--- src/pkg/sync_defines.svh ---
// Constants of the sync-line master/slave logic: timing, register map and bit positions.
`ifndef SYNC_DEFINES_SVH
`define SYNC_DEFINES_SVH

`define SYNC_CLK_MHZ        100
`define SYNC_PER250_NS      4000
`define SYNC_PER500_NS      2000
`define SYNC_PER250_CYC     ((`SYNC_PER250_NS * `SYNC_CLK_MHZ) / 1000)
`define SYNC_PER500_CYC     ((`SYNC_PER500_NS * `SYNC_CLK_MHZ) / 1000)
`define SYNC_SPREAD_PCT     10
`define SYNC_TON_MIN_NS     340
`define SYNC_TON_MIN_CYC    ((`SYNC_TON_MIN_NS * `SYNC_CLK_MHZ + 999) / 1000)
`define SYNC_PWRUP_NS       10000
`define SYNC_PWRUP_CYC      ((`SYNC_PWRUP_NS * `SYNC_CLK_MHZ + 999) / 1000)
`define SYNC_FAST_PULSES    10

`define SYNC_CTRL_OFS       8'h00
`define SYNC_STATUS_OFS     8'h04
`define SYNC_GAP_OFS        8'h08
`define SYNC_CTRL_EN_BIT    0
`define SYNC_CTRL_EN_RST    1'b1
`define SYNC_ST_SLAVE_BIT   0
`define SYNC_ST_LATCH_BIT   1
`define SYNC_ST_STRAP_BIT   2
`define SYNC_ST_RUN_BIT     3
`define SYNC_ST_FAST_LSB    8

`endif

--- src/pkg/sync_pkg.sv ---
// Types of the sync-line master/slave logic.
package sync_pkg;

  typedef enum logic [1:0] {PWRUP, MASTER, SLAVE, LATCHED} mode_t;

  typedef struct packed {
    mode_t       mode;
    logic        sync_a;
    logic        sync_b;
    logic        sync_prev;
    logic        strap_a;
    logic        strap_b;
    logic        strap;
    logic        line_low;
    logic [15:0] osc;
    logic [15:0] gap;
    logic [15:0] last_gap;
    logic [3:0]  fast;
    logic [7:0]  pulse;
    logic        sync_out;
    logic        sync_oe;
    logic        sw_start;
    logic        enable;
    logic        pready;
    logic        pslverr;
    logic [31:0] prdata;
  } state_t;

endpackage

--- src/switching_sync_master_slave.sv ---
// Master/slave synchronisation of the regulator oscillator on the shared sync line.
//
// Contract
// - A slave switches 180 degrees from the master, the same offset for every slave.
// - A latched slave starts its switching cycle on each sync pulse it receives, an unlatched one only on pulses faster than the spread limit.
// - Devices following an external reference all switch in phase with it.
// - Slope compensation follows the strap captured at power-up and never changes after.
// - By default the device is master and drives sync pulses at its strapped frequency.
// - As slave the oscillator runs at nominal 250 kHz whatever the strap selects.
// - Ten consecutive received periods faster than the strap's spread limit turn the device into a slave.
// - An unlatched slave left without fast pulses drives one 250 kHz pulse and returns to master.
// - A sync line held low through power-up selects latched slave mode.
// - Latched slave runs at 250 kHz until the next undervoltage-lockout reset.
// - The frequency strap is sampled only during power-up, before switching starts.
`timescale 1ns/1ps
`include "sync_defines.svh"

module switching_sync_master_slave #(
  parameter int FAST_PULSES = `SYNC_FAST_PULSES
) (
  // Clock and undervoltage-lockout reset.
  input  wire logic        CLK_SYS,
  input  wire logic        SYS_RST,
  // Shared sync line.
  input  wire logic        SYNC_IN,
  output logic             SYNC_OUT,
  output logic             SYNC_OE,
  // Frequency selection strap.
  input  wire logic        FREQ_SELECT_STRAP,
  // Oscillator results.
  output logic             SW_START,
  output logic             SLOPE_COMP,
  output logic             SLAVE_MODE,
  output logic             LATCHED_SLAVE,
  // APB slave.
  input  wire logic        PSEL,
  input  wire logic        PENABLE,
  input  wire logic        PWRITE,
  input  wire logic [7:0]  PADDR,
  input  wire logic [31:0] PWDATA,
  input  wire logic [3:0]  PSTRB,
  output logic             PREADY,
  output logic [31:0]      PRDATA,
  output logic             PSLVERR
);

  sync_pkg::state_t s;
  sync_pkg::state_t n;

  logic        rise;
  logic        echo;
  logic        fast_edge;
  logic        start_pulse;
  logic        access;
  logic [15:0] per;
  logic [15:0] nominal;
  logic [31:0] status;

  function automatic logic [15:0] osc_period(input logic strap);
    osc_period = strap ? 16'(`SYNC_PER500_CYC) : 16'(`SYNC_PER250_CYC);
  endfunction

  // Shortest period still inside the oscillator spread; anything shorter comes from outside.
  function automatic logic [15:0] fast_limit(input logic [15:0] period);
    fast_limit = 16'((32'(period) * 100) / (100 + `SYNC_SPREAD_PCT));
  endfunction

  function automatic logic mapped(input logic [7:0] addr);
    mapped = (addr == `SYNC_CTRL_OFS) || (addr == `SYNC_STATUS_OFS) ||
             (addr == `SYNC_GAP_OFS);
  endfunction

  always_comb begin
    n           = s;
    rise        = 1'b0;
    echo        = 1'b0;
    fast_edge   = 1'b0;
    start_pulse = 1'b0;
    access      = PSEL & PENABLE;
    per         = osc_period(s.strap);
    nominal     = 16'(`SYNC_PER250_CYC);
    status      = 32'h0;

    n.sync_a    = SYNC_IN;
    n.sync_b    = s.sync_a;
    n.sync_prev = s.sync_b;
    n.strap_a   = FREQ_SELECT_STRAP;
    n.strap_b   = s.strap_a;
    n.sw_start  = 1'b0;

    // Only the echo of our own rising edge is masked, through the synchroniser lag.
    // Masking the whole pulse would drop external edges that land inside it and
    // break the run of fast periods that slave detection needs.
    echo = s.sync_oe && (s.pulse > 8'(`SYNC_TON_MIN_CYC - 4));
    rise = s.sync_b & ~s.sync_prev & ~echo & s.enable;
    fast_edge = rise && (s.gap < fast_limit(per));
    if (rise) begin
      n.gap      = 16'h1;
      n.last_gap = s.gap;
    end else if (s.gap != 16'hffff) begin
      n.gap = s.gap + 16'h1;
    end

    unique case (s.mode)
      sync_pkg::PWRUP: begin
        n.osc = s.osc + 16'h1;
        if (s.sync_b) begin
          n.line_low = 1'b0;
        end
        if (s.osc == 16'(`SYNC_PWRUP_CYC - 1)) begin
          n.strap    = s.strap_b;
          n.osc      = 16'h0;
          n.sw_start = 1'b1;
          n.mode     = n.line_low ? sync_pkg::LATCHED : sync_pkg::MASTER;
        end
      end
      sync_pkg::MASTER: begin
        if (s.osc >= per - 16'h1) begin
          n.osc      = 16'h0;
          n.sw_start = 1'b1;
        end else begin
          n.osc = s.osc + 16'h1;
        end
        // The line pulse sits half a period after own switching, so followers run in antiphase.
        if (n.osc == (per >> 1)) begin
          start_pulse = 1'b1;
        end
        if (rise) begin
          if (fast_edge) begin
            n.fast = s.fast + 4'h1;
            if (s.fast == 4'(FAST_PULSES - 1)) begin
              n.mode     = sync_pkg::SLAVE;
              n.fast     = 4'h0;
              n.osc      = 16'h0;
              n.sw_start = 1'b1;
            end
          end else begin
            n.fast = 4'h0;
          end
        end
      end
      sync_pkg::SLAVE: begin
        if (fast_edge) begin
          n.osc      = 16'h0;
          n.sw_start = 1'b1;
        end else if (s.osc >= nominal - 16'h1) begin
          n.osc       = 16'h0;
          n.sw_start  = 1'b1;
          start_pulse = 1'b1;
          n.mode      = sync_pkg::MASTER;
        end else begin
          n.osc = s.osc + 16'h1;
        end
      end
      sync_pkg::LATCHED: begin
        if (rise) begin
          n.osc      = 16'h0;
          n.sw_start = 1'b1;
        end else if (s.osc >= nominal - 16'h1) begin
          n.osc       = 16'h0;
          n.sw_start  = 1'b1;
          start_pulse = 1'b1;
        end else begin
          n.osc = s.osc + 16'h1;
        end
      end
    endcase

    // Each driven pulse lasts the minimum on time, the shortest width a receiver accepts.
    if (start_pulse && s.enable) begin
      n.pulse = 8'(`SYNC_TON_MIN_CYC);
    end else if (s.pulse != 8'h0) begin
      n.pulse = s.pulse - 8'h1;
    end
    n.sync_oe  = (n.pulse != 8'h0);
    n.sync_out = n.sync_oe;

    status[`SYNC_ST_SLAVE_BIT] = (s.mode == sync_pkg::SLAVE) || (s.mode == sync_pkg::LATCHED);
    status[`SYNC_ST_LATCH_BIT] = (s.mode == sync_pkg::LATCHED);
    status[`SYNC_ST_STRAP_BIT] = s.strap;
    status[`SYNC_ST_RUN_BIT]   = (s.mode != sync_pkg::PWRUP);
    status[`SYNC_ST_FAST_LSB +: 4] = s.fast;

    // The answer is registered, which costs one wait state per transfer.
    n.pready  = access & ~s.pready;
    n.pslverr = 1'b0;
    n.prdata  = 32'h0;
    if (access && !s.pready) begin
      n.pslverr = ~mapped(PADDR);
      if (!PWRITE) begin
        unique case (PADDR)
          `SYNC_CTRL_OFS:   n.prdata = {31'h0, s.enable};
          `SYNC_STATUS_OFS: n.prdata = status;
          `SYNC_GAP_OFS:    n.prdata = {16'h0, s.last_gap};
          default:          n.prdata = 32'h0;
        endcase
      end
    end
    if (access && s.pready && PWRITE && PSTRB[0] && (PADDR == `SYNC_CTRL_OFS)) begin
      n.enable = PWDATA[`SYNC_CTRL_EN_BIT];
    end
  end

  always_ff @(posedge CLK_SYS) begin
    if (SYS_RST) begin
      s          <= '0;
      s.enable   <= `SYNC_CTRL_EN_RST;
      s.line_low <= 1'b1;
    end else begin
      s <= n;
    end
  end

  assign SYNC_OUT      = s.sync_out;
  assign SYNC_OE       = s.sync_oe;
  assign SW_START      = s.sw_start;
  assign SLOPE_COMP    = s.strap;
  assign SLAVE_MODE    = (s.mode == sync_pkg::SLAVE) || (s.mode == sync_pkg::LATCHED);
  assign LATCHED_SLAVE = (s.mode == sync_pkg::LATCHED);
  assign PREADY        = s.pready;
  assign PRDATA        = s.prdata;
  assign PSLVERR       = s.pslverr;

endmodule

--- config.mk ---
export PLATFORM = sky130hd
export DESIGN_NAME = switching_sync_master_slave
export DESIGN_NICKNAME = d
export VERILOG_FILES = /design/src/pkg/sync_pkg.sv /design/src/switching_sync_master_slave.sv
export VERILOG_INCLUDE_DIRS = /design/src /design/src/pkg
export SDC_FILE = /design/constraint.sdc
export NUM_CORES = 1
export LEC_CHECK = 0
export ABC_AREA = 1
export BUFFER_PORTS_ARGS = -buffer_cell sky130_fd_sc_hd__buf_4
export CORE_MARGIN = 1.5
export CORE_UTILIZATION = 56
export CTS_CLUSTER_SIZE = 8
export DETAILED_ROUTE_END_ITERATION = 8
export HOLD_SLACK_MARGIN = 0.06
export PLACE_DENSITY = 0.9
export SLEW_MARGIN = 20
export SYNTH_ARGS = -nofsm -noshare
export SYNTH_HDL_FRONTEND = slang
export SYNTH_SLANG_ARGS = --single-unit
--- constraint.sdc ---
create_clock -name CLK_SYS -period 2.3 [get_ports CLK_SYS]
set_input_delay 0.115 -clock CLK_SYS [delete_from_list [all_inputs] [get_ports CLK_SYS]]
set_output_delay 0.115 -clock CLK_SYS [all_outputs]
set_load 0.03 [all_outputs]
After elaboration in Yosys (flattened, before gate mapping). Index checks and enable logic that the tools add are counted.

Flip-flop bits (word level): 106. Input bits: 51. Output and inout port bits: 40. Word-level logic and storage cells: 122.

Add/sub/neg operators: 5. $mul: 1. Div/mod/pow operators: 1. $lt $le $gt $ge: 4. Equal/unequal tests: 15. Mux-type cells: 41. Bitwise gates (word level): 10. Reductions and logical operators: 25.

Operator list (number): $mux 16 (9); $pmux 16 s4 (1); $pmux 16 s3 (1); $add 16x1->16 const B (2); $div 23x7->32 const B (1); $eq 16x10->1 const B (1); $eq 16x8->1 (1); $ge 16x16->1 (1); $ge 16x9->1 const B (1); $lt 16x16->1 (1); $mux 8 (2); $ne 16x16->1 const B (1); $reduce_bool 8->1 (2); $mux 1 (15); $mul 9x5->14 const B (1); $mux 2 (7); $ne 2x2->1 const B (6); $sub 9x1->10 const B (1); $mux 9 (1); $eq 8x3->1 const B (1); $eq 8x4->1 const B (1); $gt 8x5->1 const B (1); $logic_and 1x1->1 (8); $logic_not 8->1 (1); 20 further kinds (35).

Depth between registers and ports, before layout. Gate-level depths: netlist of run 1.

Depth in word-level cells: 11. Depth in mapped cells: 18.

Least setup slack after synthesis of run 1. OpenSTA, ideal clock, no wires.

Path kind: register to register. Start: reg s, in the netlist SLOPE_COMP. End: reg s[106] (netlist name). Library setup time: 0.121 ns. Arrival time: 2.258 ns. Data required time: 2.179 ns. Path slack: -0.080 ns. Cell stages (with the launch flop): 14. Clock period less this slack: 2.380 ns. Cell sequence: dfxtp_1 > inv_1 > ha_1 > a21oi_1 > and2_1 > nand2_1 > nand2_1 > nand2_1 > nor2_4 > nand2_1 > nand2_1 > nand3_1 > o21ai_0 > a21oi_1.

Word-level cells in the longest chain between the ends: 7. Elaborated cells between the ends (all ways): 8. Those cells by class: 1 x mul; 1 x div; 1 x order compare; 2 x eq/ne; 1 x mux; 2 x reduce/logical.

Ends and longest elaborated chain: start, declared (RTL line switching_sync_master_slave.sv:47) `sync_pkg::state_t s;`; start signal, assigned (RTL line switching_sync_master_slave.sv:210) `s <= n;`; $mux 9 * (RTL line switching_sync_master_slave.sv:60) `` osc_period = strap ? 16'(`SYNC_PER500_CYC) : 16'(`SYNC_PER250_CYC); ``; $mul 9x5->14 * (RTL line switching_sync_master_slave.sv:65) `` fast_limit = 16'((32'(period) * 100) / (100 + `SYNC_SPREAD_PCT)); ``; $div 23x7->32 * (RTL line switching_sync_master_slave.sv:65); $lt 16x16->1 * (RTL line switching_sync_master_slave.sv:96) `fast_edge = rise && (s.gap < fast_limit(per));`; $logic_and 1x1->1 * (RTL line switching_sync_master_slave.sv:96); $ne 2x2->1 (no source line); $reduce_and 7->1 (no source line) *.

Every way passes the cells marked *; elsewhere a longest branch is shown, timed or not. A chain may end at the register's enable or synchronous reset.

Worst setup path in the final report of run 1. Ends and elaborated chain as after synthesis.

==> run summary, run 1 <==
Run status -> finished, final reports clean
DRT iter0 DRCs -> 269
Post-DP Area -> 0.00514 mm^2
Worst path max stage delay -> 0.39 ns
Tmin final -> 2.17 ns
Wire per inst -> 13.7 um
Max-cap viol count -> 0
DRT antenna net count -> 0
Worst path bufs/invs -> 2
YS warnings -> 0
Post-Syn Area -> 0.00488 mm^2
Top delay family on crit path -> simple AND/OR/NAND/NOR gates
Hpwl dp -> 8100 um
P per Cell Area -> 631 mW/mm^2
Synth Register Bits -> 90
Ys flop type -> dfxtp_1
Fin crit share -> 94.5%
Placer Congestion -> 0.906
Critical path type -> reg -> reg
Clock skew -> 0.0150 ns
# diodes -> 0
Gate power share -> 20.9%
Largest net degree at the start of global routing -> 31
Clk pwr share -> 29.2%
CP dominant cell by count -> nand2_1
VDD IR-drop max -> 0.292 mV
Die H -> 96.3 um
GRT Resource Usage Total -> 25.2%
Cell count after synthesis -> 685
EDFF count, synth -> 0
Setup violators final -> 0
Clock-pin slew on the worst setup and hold paths -> 0.10 ns
P&R area growth vs syn -> 11.2%
Rows -> 33
First-pass GRT wire length -> 18200 um
Hold WC Path Type -> in -> reg
Routed vias/inst -> 5.44
Final nets -> 797
Max-slew violation count -> 0
Vias in the first global route -> 4068
Final total power -> 3.42 mW
Share of layout cells above drive strength 1 -> 16.2%
Top Ports -> 91
Leak -> 2.40 nW
Fillers -> 689
Most frequent cells in the layout -> 119 x nand2_1, 89 x dfxtp_1, 83 x inv_1, 81 x nor2_1, 54 x a21oi_1
Die X-Extent -> 96.3 um
Register area share after synthesis -> 36.9%
Port buffer count -> 40
CP Launch Type -> register
Drc violations -> 0
Core ar. -> 0.00834 mm^2
Pre-antenna DRT Iters -> 5
Sequential Power Share -> 49.9%
CP max stage cell -> dfxtp_4
Fin util -> 65.0%
Worst-path maximum fanout -> 6
Congestion Overflow GR -> 0
Initial Utilization -> 58.5%
Commonest non-fill, non-tap cell in the layout -> nand2_1
Clk buf depth -> 2
Syn Area/Cell -> 7.12 um^2
Number of antenna violations at the first check in global routing -> 0
Fmax -> 460 MHz
Crit path capture type -> register
Vias -> 4526
Die Area -> 0.00928 mm^2
Sw frac -> 32.4%
Cell area after layout -> 0.00542 mm^2
Hold Fails Final Rpt -> 0
Switching pwr -> 1.11 mW
DRT Wirelength -> 11400 um
Clk root buf -> clkbuf_8
Pint -> 2.32 mW
Critical Path RT -> 2.55 ns
Synth cell types -> 42
CTS buffer count -> 9
Crit path cell chain -> clkinvlp_4 > ha_1 > nand2_1 > inv_1 > nand2_1 > nand2_1 > nand2_1 > nand2_1 > nand2_1 > nand2_2 > nor2_4 > nand2_2 > nand2_4 > nand3_2 > o21ai_1 > a21oi_1
Worst skew pair latency -> 0.36 ns
CTS tree -> built
WP data arrival -> 2.43 ns
Async SR Flop Fraction -> 0%
Number of H-tree levels -> 3
Clk sinks -> 90
-- synthesized netlist by cell type, types with 5 or more instances --
library cell | instances | area share [%]
a21oi_1 | 54 | 5.5
a22oi_1 | 5 | 0.77
buf_4 | 33 | 5.1
clkbuf_1 | 7 | 0.54
dfxtp_1 | 90 | 37
ha_1 | 24 | 6.2
inv_1 | 85 | 6.5
inv_2 | 5 | 0.38
nand2_1 | 125 | 9.6
nand2_2 | 7 | 0.90
nand3_1 | 33 | 3.4
nand3_2 | 6 | 1.2
nand4_1 | 10 | 1.3
nor2_1 | 82 | 6.3
nor2_2 | 8 | 1.0
nor3_1 | 22 | 2.3
o21ai_0 | 40 | 4.1
xor2_1 | 9 | 1.6
-- routing by layer --
metal	wire length (um)	share of wire, %	global-route usage [%]
met1	4830	43	30.8
met2	5430	48	42.7
met4	255	2.2	9.30
met3	840	7.4	6.56
met5	0	0	0
-- cells by family after synthesis --
| group | after synthesis | share of synthesized area (%) |
|---|---|---|
| adder cells (fa/ha/maj) | 24 | 6.16 |
| flip-flops | 90 | 36.9 |
| buffers and inverters | 134 | 12.9 |
| AO/OA/AOI/OAI | 114 | 12.6 |
| XOR/XNOR | 13 | 2.33 |
| AND/OR/NAND/NOR | 309 | 29.0 |
| other | 1 | 0.0769 |
-- layout make-up --
cell class	instances	area, um^2	share of cell area [%]
sequential	90	1810	33.3
timing repair buffer	54	417	7.68
clock inverter	6	50.0	0.923
inverter	91	345	6.37
clock buffer	10	128	2.35
multi-input combinational	476	2550	47.0
tap	105	131	2.42
-- worst reg2reg max path: cells and delay by family (launching register included) --
family / cells / cell delay, ns
buffers and inverters: 2 / 0.19
AO/OA/AOI/OAI: 2 / 0.21
AND/OR/NAND/NOR: 11 / 0.97
adder cells (fa/ha/maj): 1 / 0.32
flip-flops: 1 / 0.39
-- what timing repair did --
action / CTS / global route
hold buffers: 3 / 0
endpoints found under the setup margin: 1 / 16
endpoints found under the hold margin: 3 / 0
gates resized for setup: 1 / 19
cloned: 0 / 0
pin swaps: 0 / 4
buffers inserted: 0 / 3
-- flip-flops by register name (all words and copies together), names as in the netlist --
signal and flops:
s 66, SYNC_OE 1, SLOPE_COMP 1, PREADY 1
n 3, SW_START 1, PRDATA 16, PSLVERR 1
-- worst paths after layout --
kind	startpoint	endpoint	slack, ns	cells after the start
max	SLOPE_COMP	s[106]	0.13	16
min	PENABLE	PREADY	0.08	5
max reg2reg	SLOPE_COMP	s[106]	0.13	16
min reg2reg	n[100]	s[100]	0.41	2
-- per-stage QoR --
stage                     instances  hold slack (ns)  setup WS, ns  TNS [ns]
final                           832           0.0807         0.127         0
after floorplan                 700            0.222         0.127         0
after global placement          810            0.324         0.146         0
after CTS                       829           0.0722        0.0103         0
after global routing            832           0.0697       -0.0640   -0.0868
after detailed placement        810            0.328       -0.0305   -0.0305
-- power by group through the flow --
| stage | clock (mW) | sequential [mW] | combinational, mW |
|---|---|---|---|
| final | 1.00 | 1.71 | 0.716 |
| after global routing | 1.09 | 1.72 | 0.809 |
| after CTS | 1.01 | 1.71 | 0.709 |
| after detailed placement | 0 | 1.74 | 0.702 |
| after global placement | 0 | 1.74 | 0.682 |
| after floorplan | 0 | 1.74 | 0.565 |
Power figures use the tool's default switching activity.
==> run 2: changes to the inputs <==
ABC_AREA = default   (was 1)
CORE_UTILIZATION = 55   (was 56)
==> run summary, run 2 <==
Die X-Extent -> 94.2 um
Vias -> 3996
Leading post-synthesis cells by cell area -> dfxtp_1 39%, ha_1 6.6%, nand2_1 5.6%
CTS tree -> built
RSZ-0062 raised after global routing -> true
Hold WC Path Type -> in -> reg
Commonest non-fill, non-tap cell in the layout -> dfxtp_1
Synth top area share -> 39.4%
DRT iter0 DRCs -> 363
First-pass GRT wire length -> 16100 um
CP Launch Point -> SLOPE_COMP
Synth Register Bits -> 90
Tightest hold margin -> 0.0772 ns
Clk buf depth -> 2
Routed vias/inst -> 5.70
Placer Congestion -> 0.884
DP Worst Slack -> -0.0711 ns
P per Cell Area -> 808 mW/mm^2
Initial Utilization -> 56.2%
Worst-path maximum fanout -> 8
Ys flop type -> dfxtp_1
End of the worst register-to-register path -> s[84]
Hold Path End -> PSLVERR
Post-synthesis xor/xnor area fraction -> 5.94%
Leak -> 2.17 nW
Drc violations -> 0
GRT Resource Usage Total -> 23.0%
Worst skew pair latency -> 0.37 ns
Number of antenna violations at the first check in global routing -> 0
Share of layout cells above drive strength 1 -> 21.3%
Largest Register -> s
Post-DP Area -> 0.00498 mm^2
Largest net degree at the start of global routing -> 44
Core ar. -> 0.00813 mm^2
Pre-antenna DRT Iters -> 6
Max-cap viol count -> 0
DRT antenna net count -> 0
Die Area -> 0.00886 mm^2
Run status -> finished, violations left
Clk sinks -> 90
Max-slew violation count -> 0
Tmin final -> 2.42 ns
Synth cell types -> 65
Flop2flop setup slack -> -0.12 ns
Hold_sp -> PADDR[3]
Worst slew margin -> 61.4%
Wire per inst -> 15.2 um
Final total power -> 4.35 mW
Fmax -> 414 MHz
Multiplexer area fraction after synthesis -> 1.12%
Post-Syn Area -> 0.00457 mm^2
Cell count after synthesis -> 534
DRT Wirelength -> 10700 um
Failing checks -> negative setup slack
Register area share after synthesis -> 39.4%
Cell area after layout -> 0.00538 mm^2
WP data arrival -> 2.67 ns
Die H -> 94.2 um
Worst slew pin tran -> 0.574 ns
Largest family of logic cells by synthesized area -> simple AND/OR/NAND/NOR gates
Final nets -> 666
Vias in the first global route -> 3677
Top cells by count, synth -> 90 x dfxtp_1, 68 x nand2_1, 53 x nor2_1
P&R area growth vs syn -> 17.8%
Synth Area in Simple Gates -> 26.7%
Number of H-tree levels -> 3
Most frequent cell after synthesis -> dfxtp_1
Hold Fails Final Rpt -> 0
Crit path capture type -> register
Post-Synth Adder-Cell Area -> 6.57%
Number of flip-flops in the largest register -> 66
# diodes -> 0
Reg2reg start -> SLOPE_COMP
Port buffer count -> 40
Top Ports -> 91
Most frequent cells in the layout -> 89 x dfxtp_1, 75 x buf_4, 68 x nand2_1, 53 x nor2_1, 26 x a21oi_1
Clock skew -> 0.0152 ns
Hold Path Stages -> 3
Hpwl dp -> 7220 um
Setup violators final -> 18
Rows -> 33
Syn Area/Cell -> 8.56 um^2
EDFF count, synth -> 0
Synth Area in Compound Gates -> 11.7%
Fin util -> 66.2%
VDD IR-drop max -> 0.736 mV
Fin crit share -> 105%
YS warnings -> 0
Reg2reg path depth -> 10
Synth area leader -> dfxtp_1
Async SR Flop Fraction -> 0%
Post-route setup slack -> -0.116 ns
Clock-pin slew on the worst setup and hold paths -> 0.09 ns
CP Launch Type -> register
Critical Path RT -> 2.56 ns
Congestion Overflow GR -> 0
CTS buffer count -> 9
Critical path type -> reg -> reg
Clk root buf -> clkbuf_8
==> run 2: cell types whose count changed after synthesis, moves of 8 or more <==
cell | before | now
o21ai_0 | 40 | 4
nor2b_1 | 0 | 10
xor2_1 | 9 | 17
nor2_1 | 82 | 53
a21oi_1 | 54 | 29
and3_1 | 0 | 12
nand2_1 | 125 | 68
xnor2_1 | 4 | 14
nand3_1 | 33 | 20
inv_1 | 85 | 16
==> run 2: metal layers <==
metal / vias to the layer above / wire length (um) / track usage, %
li1: 1916 / - / -
met1: 1879 / 4350 / 26.7
met2: 166 / 5300 / 40.0
met3: 35 / 662 / 5.99
met4: 0 / 359 / 9.20
met5: - / 0 / 0
==> run 2: cell families (layout without fill, tap and decap cells) <==
| logic type | after synthesis | after routing |
|---|---|---|
| adders and majority gates | 24 | 24 |
| other | 1 | 16 |
| buffers and inverters | 67 | 114 |
| and+or+nand+nor | 238 | 238 |
| DFF | 90 | 90 |
| muxes | 5 | 5 |
| AOI/OAI and AO/OA | 78 | 78 |
| xor gates and xnor gates | 31 | 31 |
==> run 2: how the worst max path moves through the flow <==
stage                  end  slack (ns)
CTS                 s[105]       0.001
global route         s[95]       -0.18
global placement    s[105]        0.05
floorplan           s[105]        0.02
detailed placement  s[105]       -0.07
finish               s[84]       -0.12
==> run 2: through the flow <==
step,instances,TNS [ns]
2_1_floorplan,549,0
3_3_place_gp,672,0
3_5_place_dp,672,-0.0711
4_1_cts,693,0
5_1_grt,701,-3.46
6_report,701,-1.47
==> run 2: repair_timing <==
action,in CTS,in global routing
setup endpoints to repair,2,29
pin swaps,4,10
endpoints found under the hold margin,4,0
hold buffers,4,0
gates cloned,0,1
resized for setup,3,13
setup buffers,1,7
==> run 2: layout make-up <==
cell class                 count  area (um^2)
clock buffer                  10          128
sequential                    90         1810
clock inverter                 6         73.8
inverter                      17         68.8
multi-input combinational    392         2530
fill                         620         2750
timing repair buffer          81          648
tap                          105          131
==> run 2: power by group <==
part | switching (mW) | internal (mW) | leakage [nW] | total, mW
clock | 0.582 | 0.518 | 0.0954 | 1.10
combinational | 0.840 | 0.605 | 1.35 | 1.44
sequential | 0.124 | 1.68 | 0.731 | 1.81
total | 1.55 | 2.80 | 2.17 | 4.35
==> run 2: worst max-delay path, cell delays in order (launching register included) <==
cell       delay, ns
dfxtp_4         0.39
buf_4           0.16
ha_4            0.24
a21oi_2         0.14
o21ai_2         0.09
a211oi_4        0.34
buf_4           0.19
a311oi_2        0.14
a211oi_4        0.36
clkbuf_16       0.24
nor2b_1         0.05
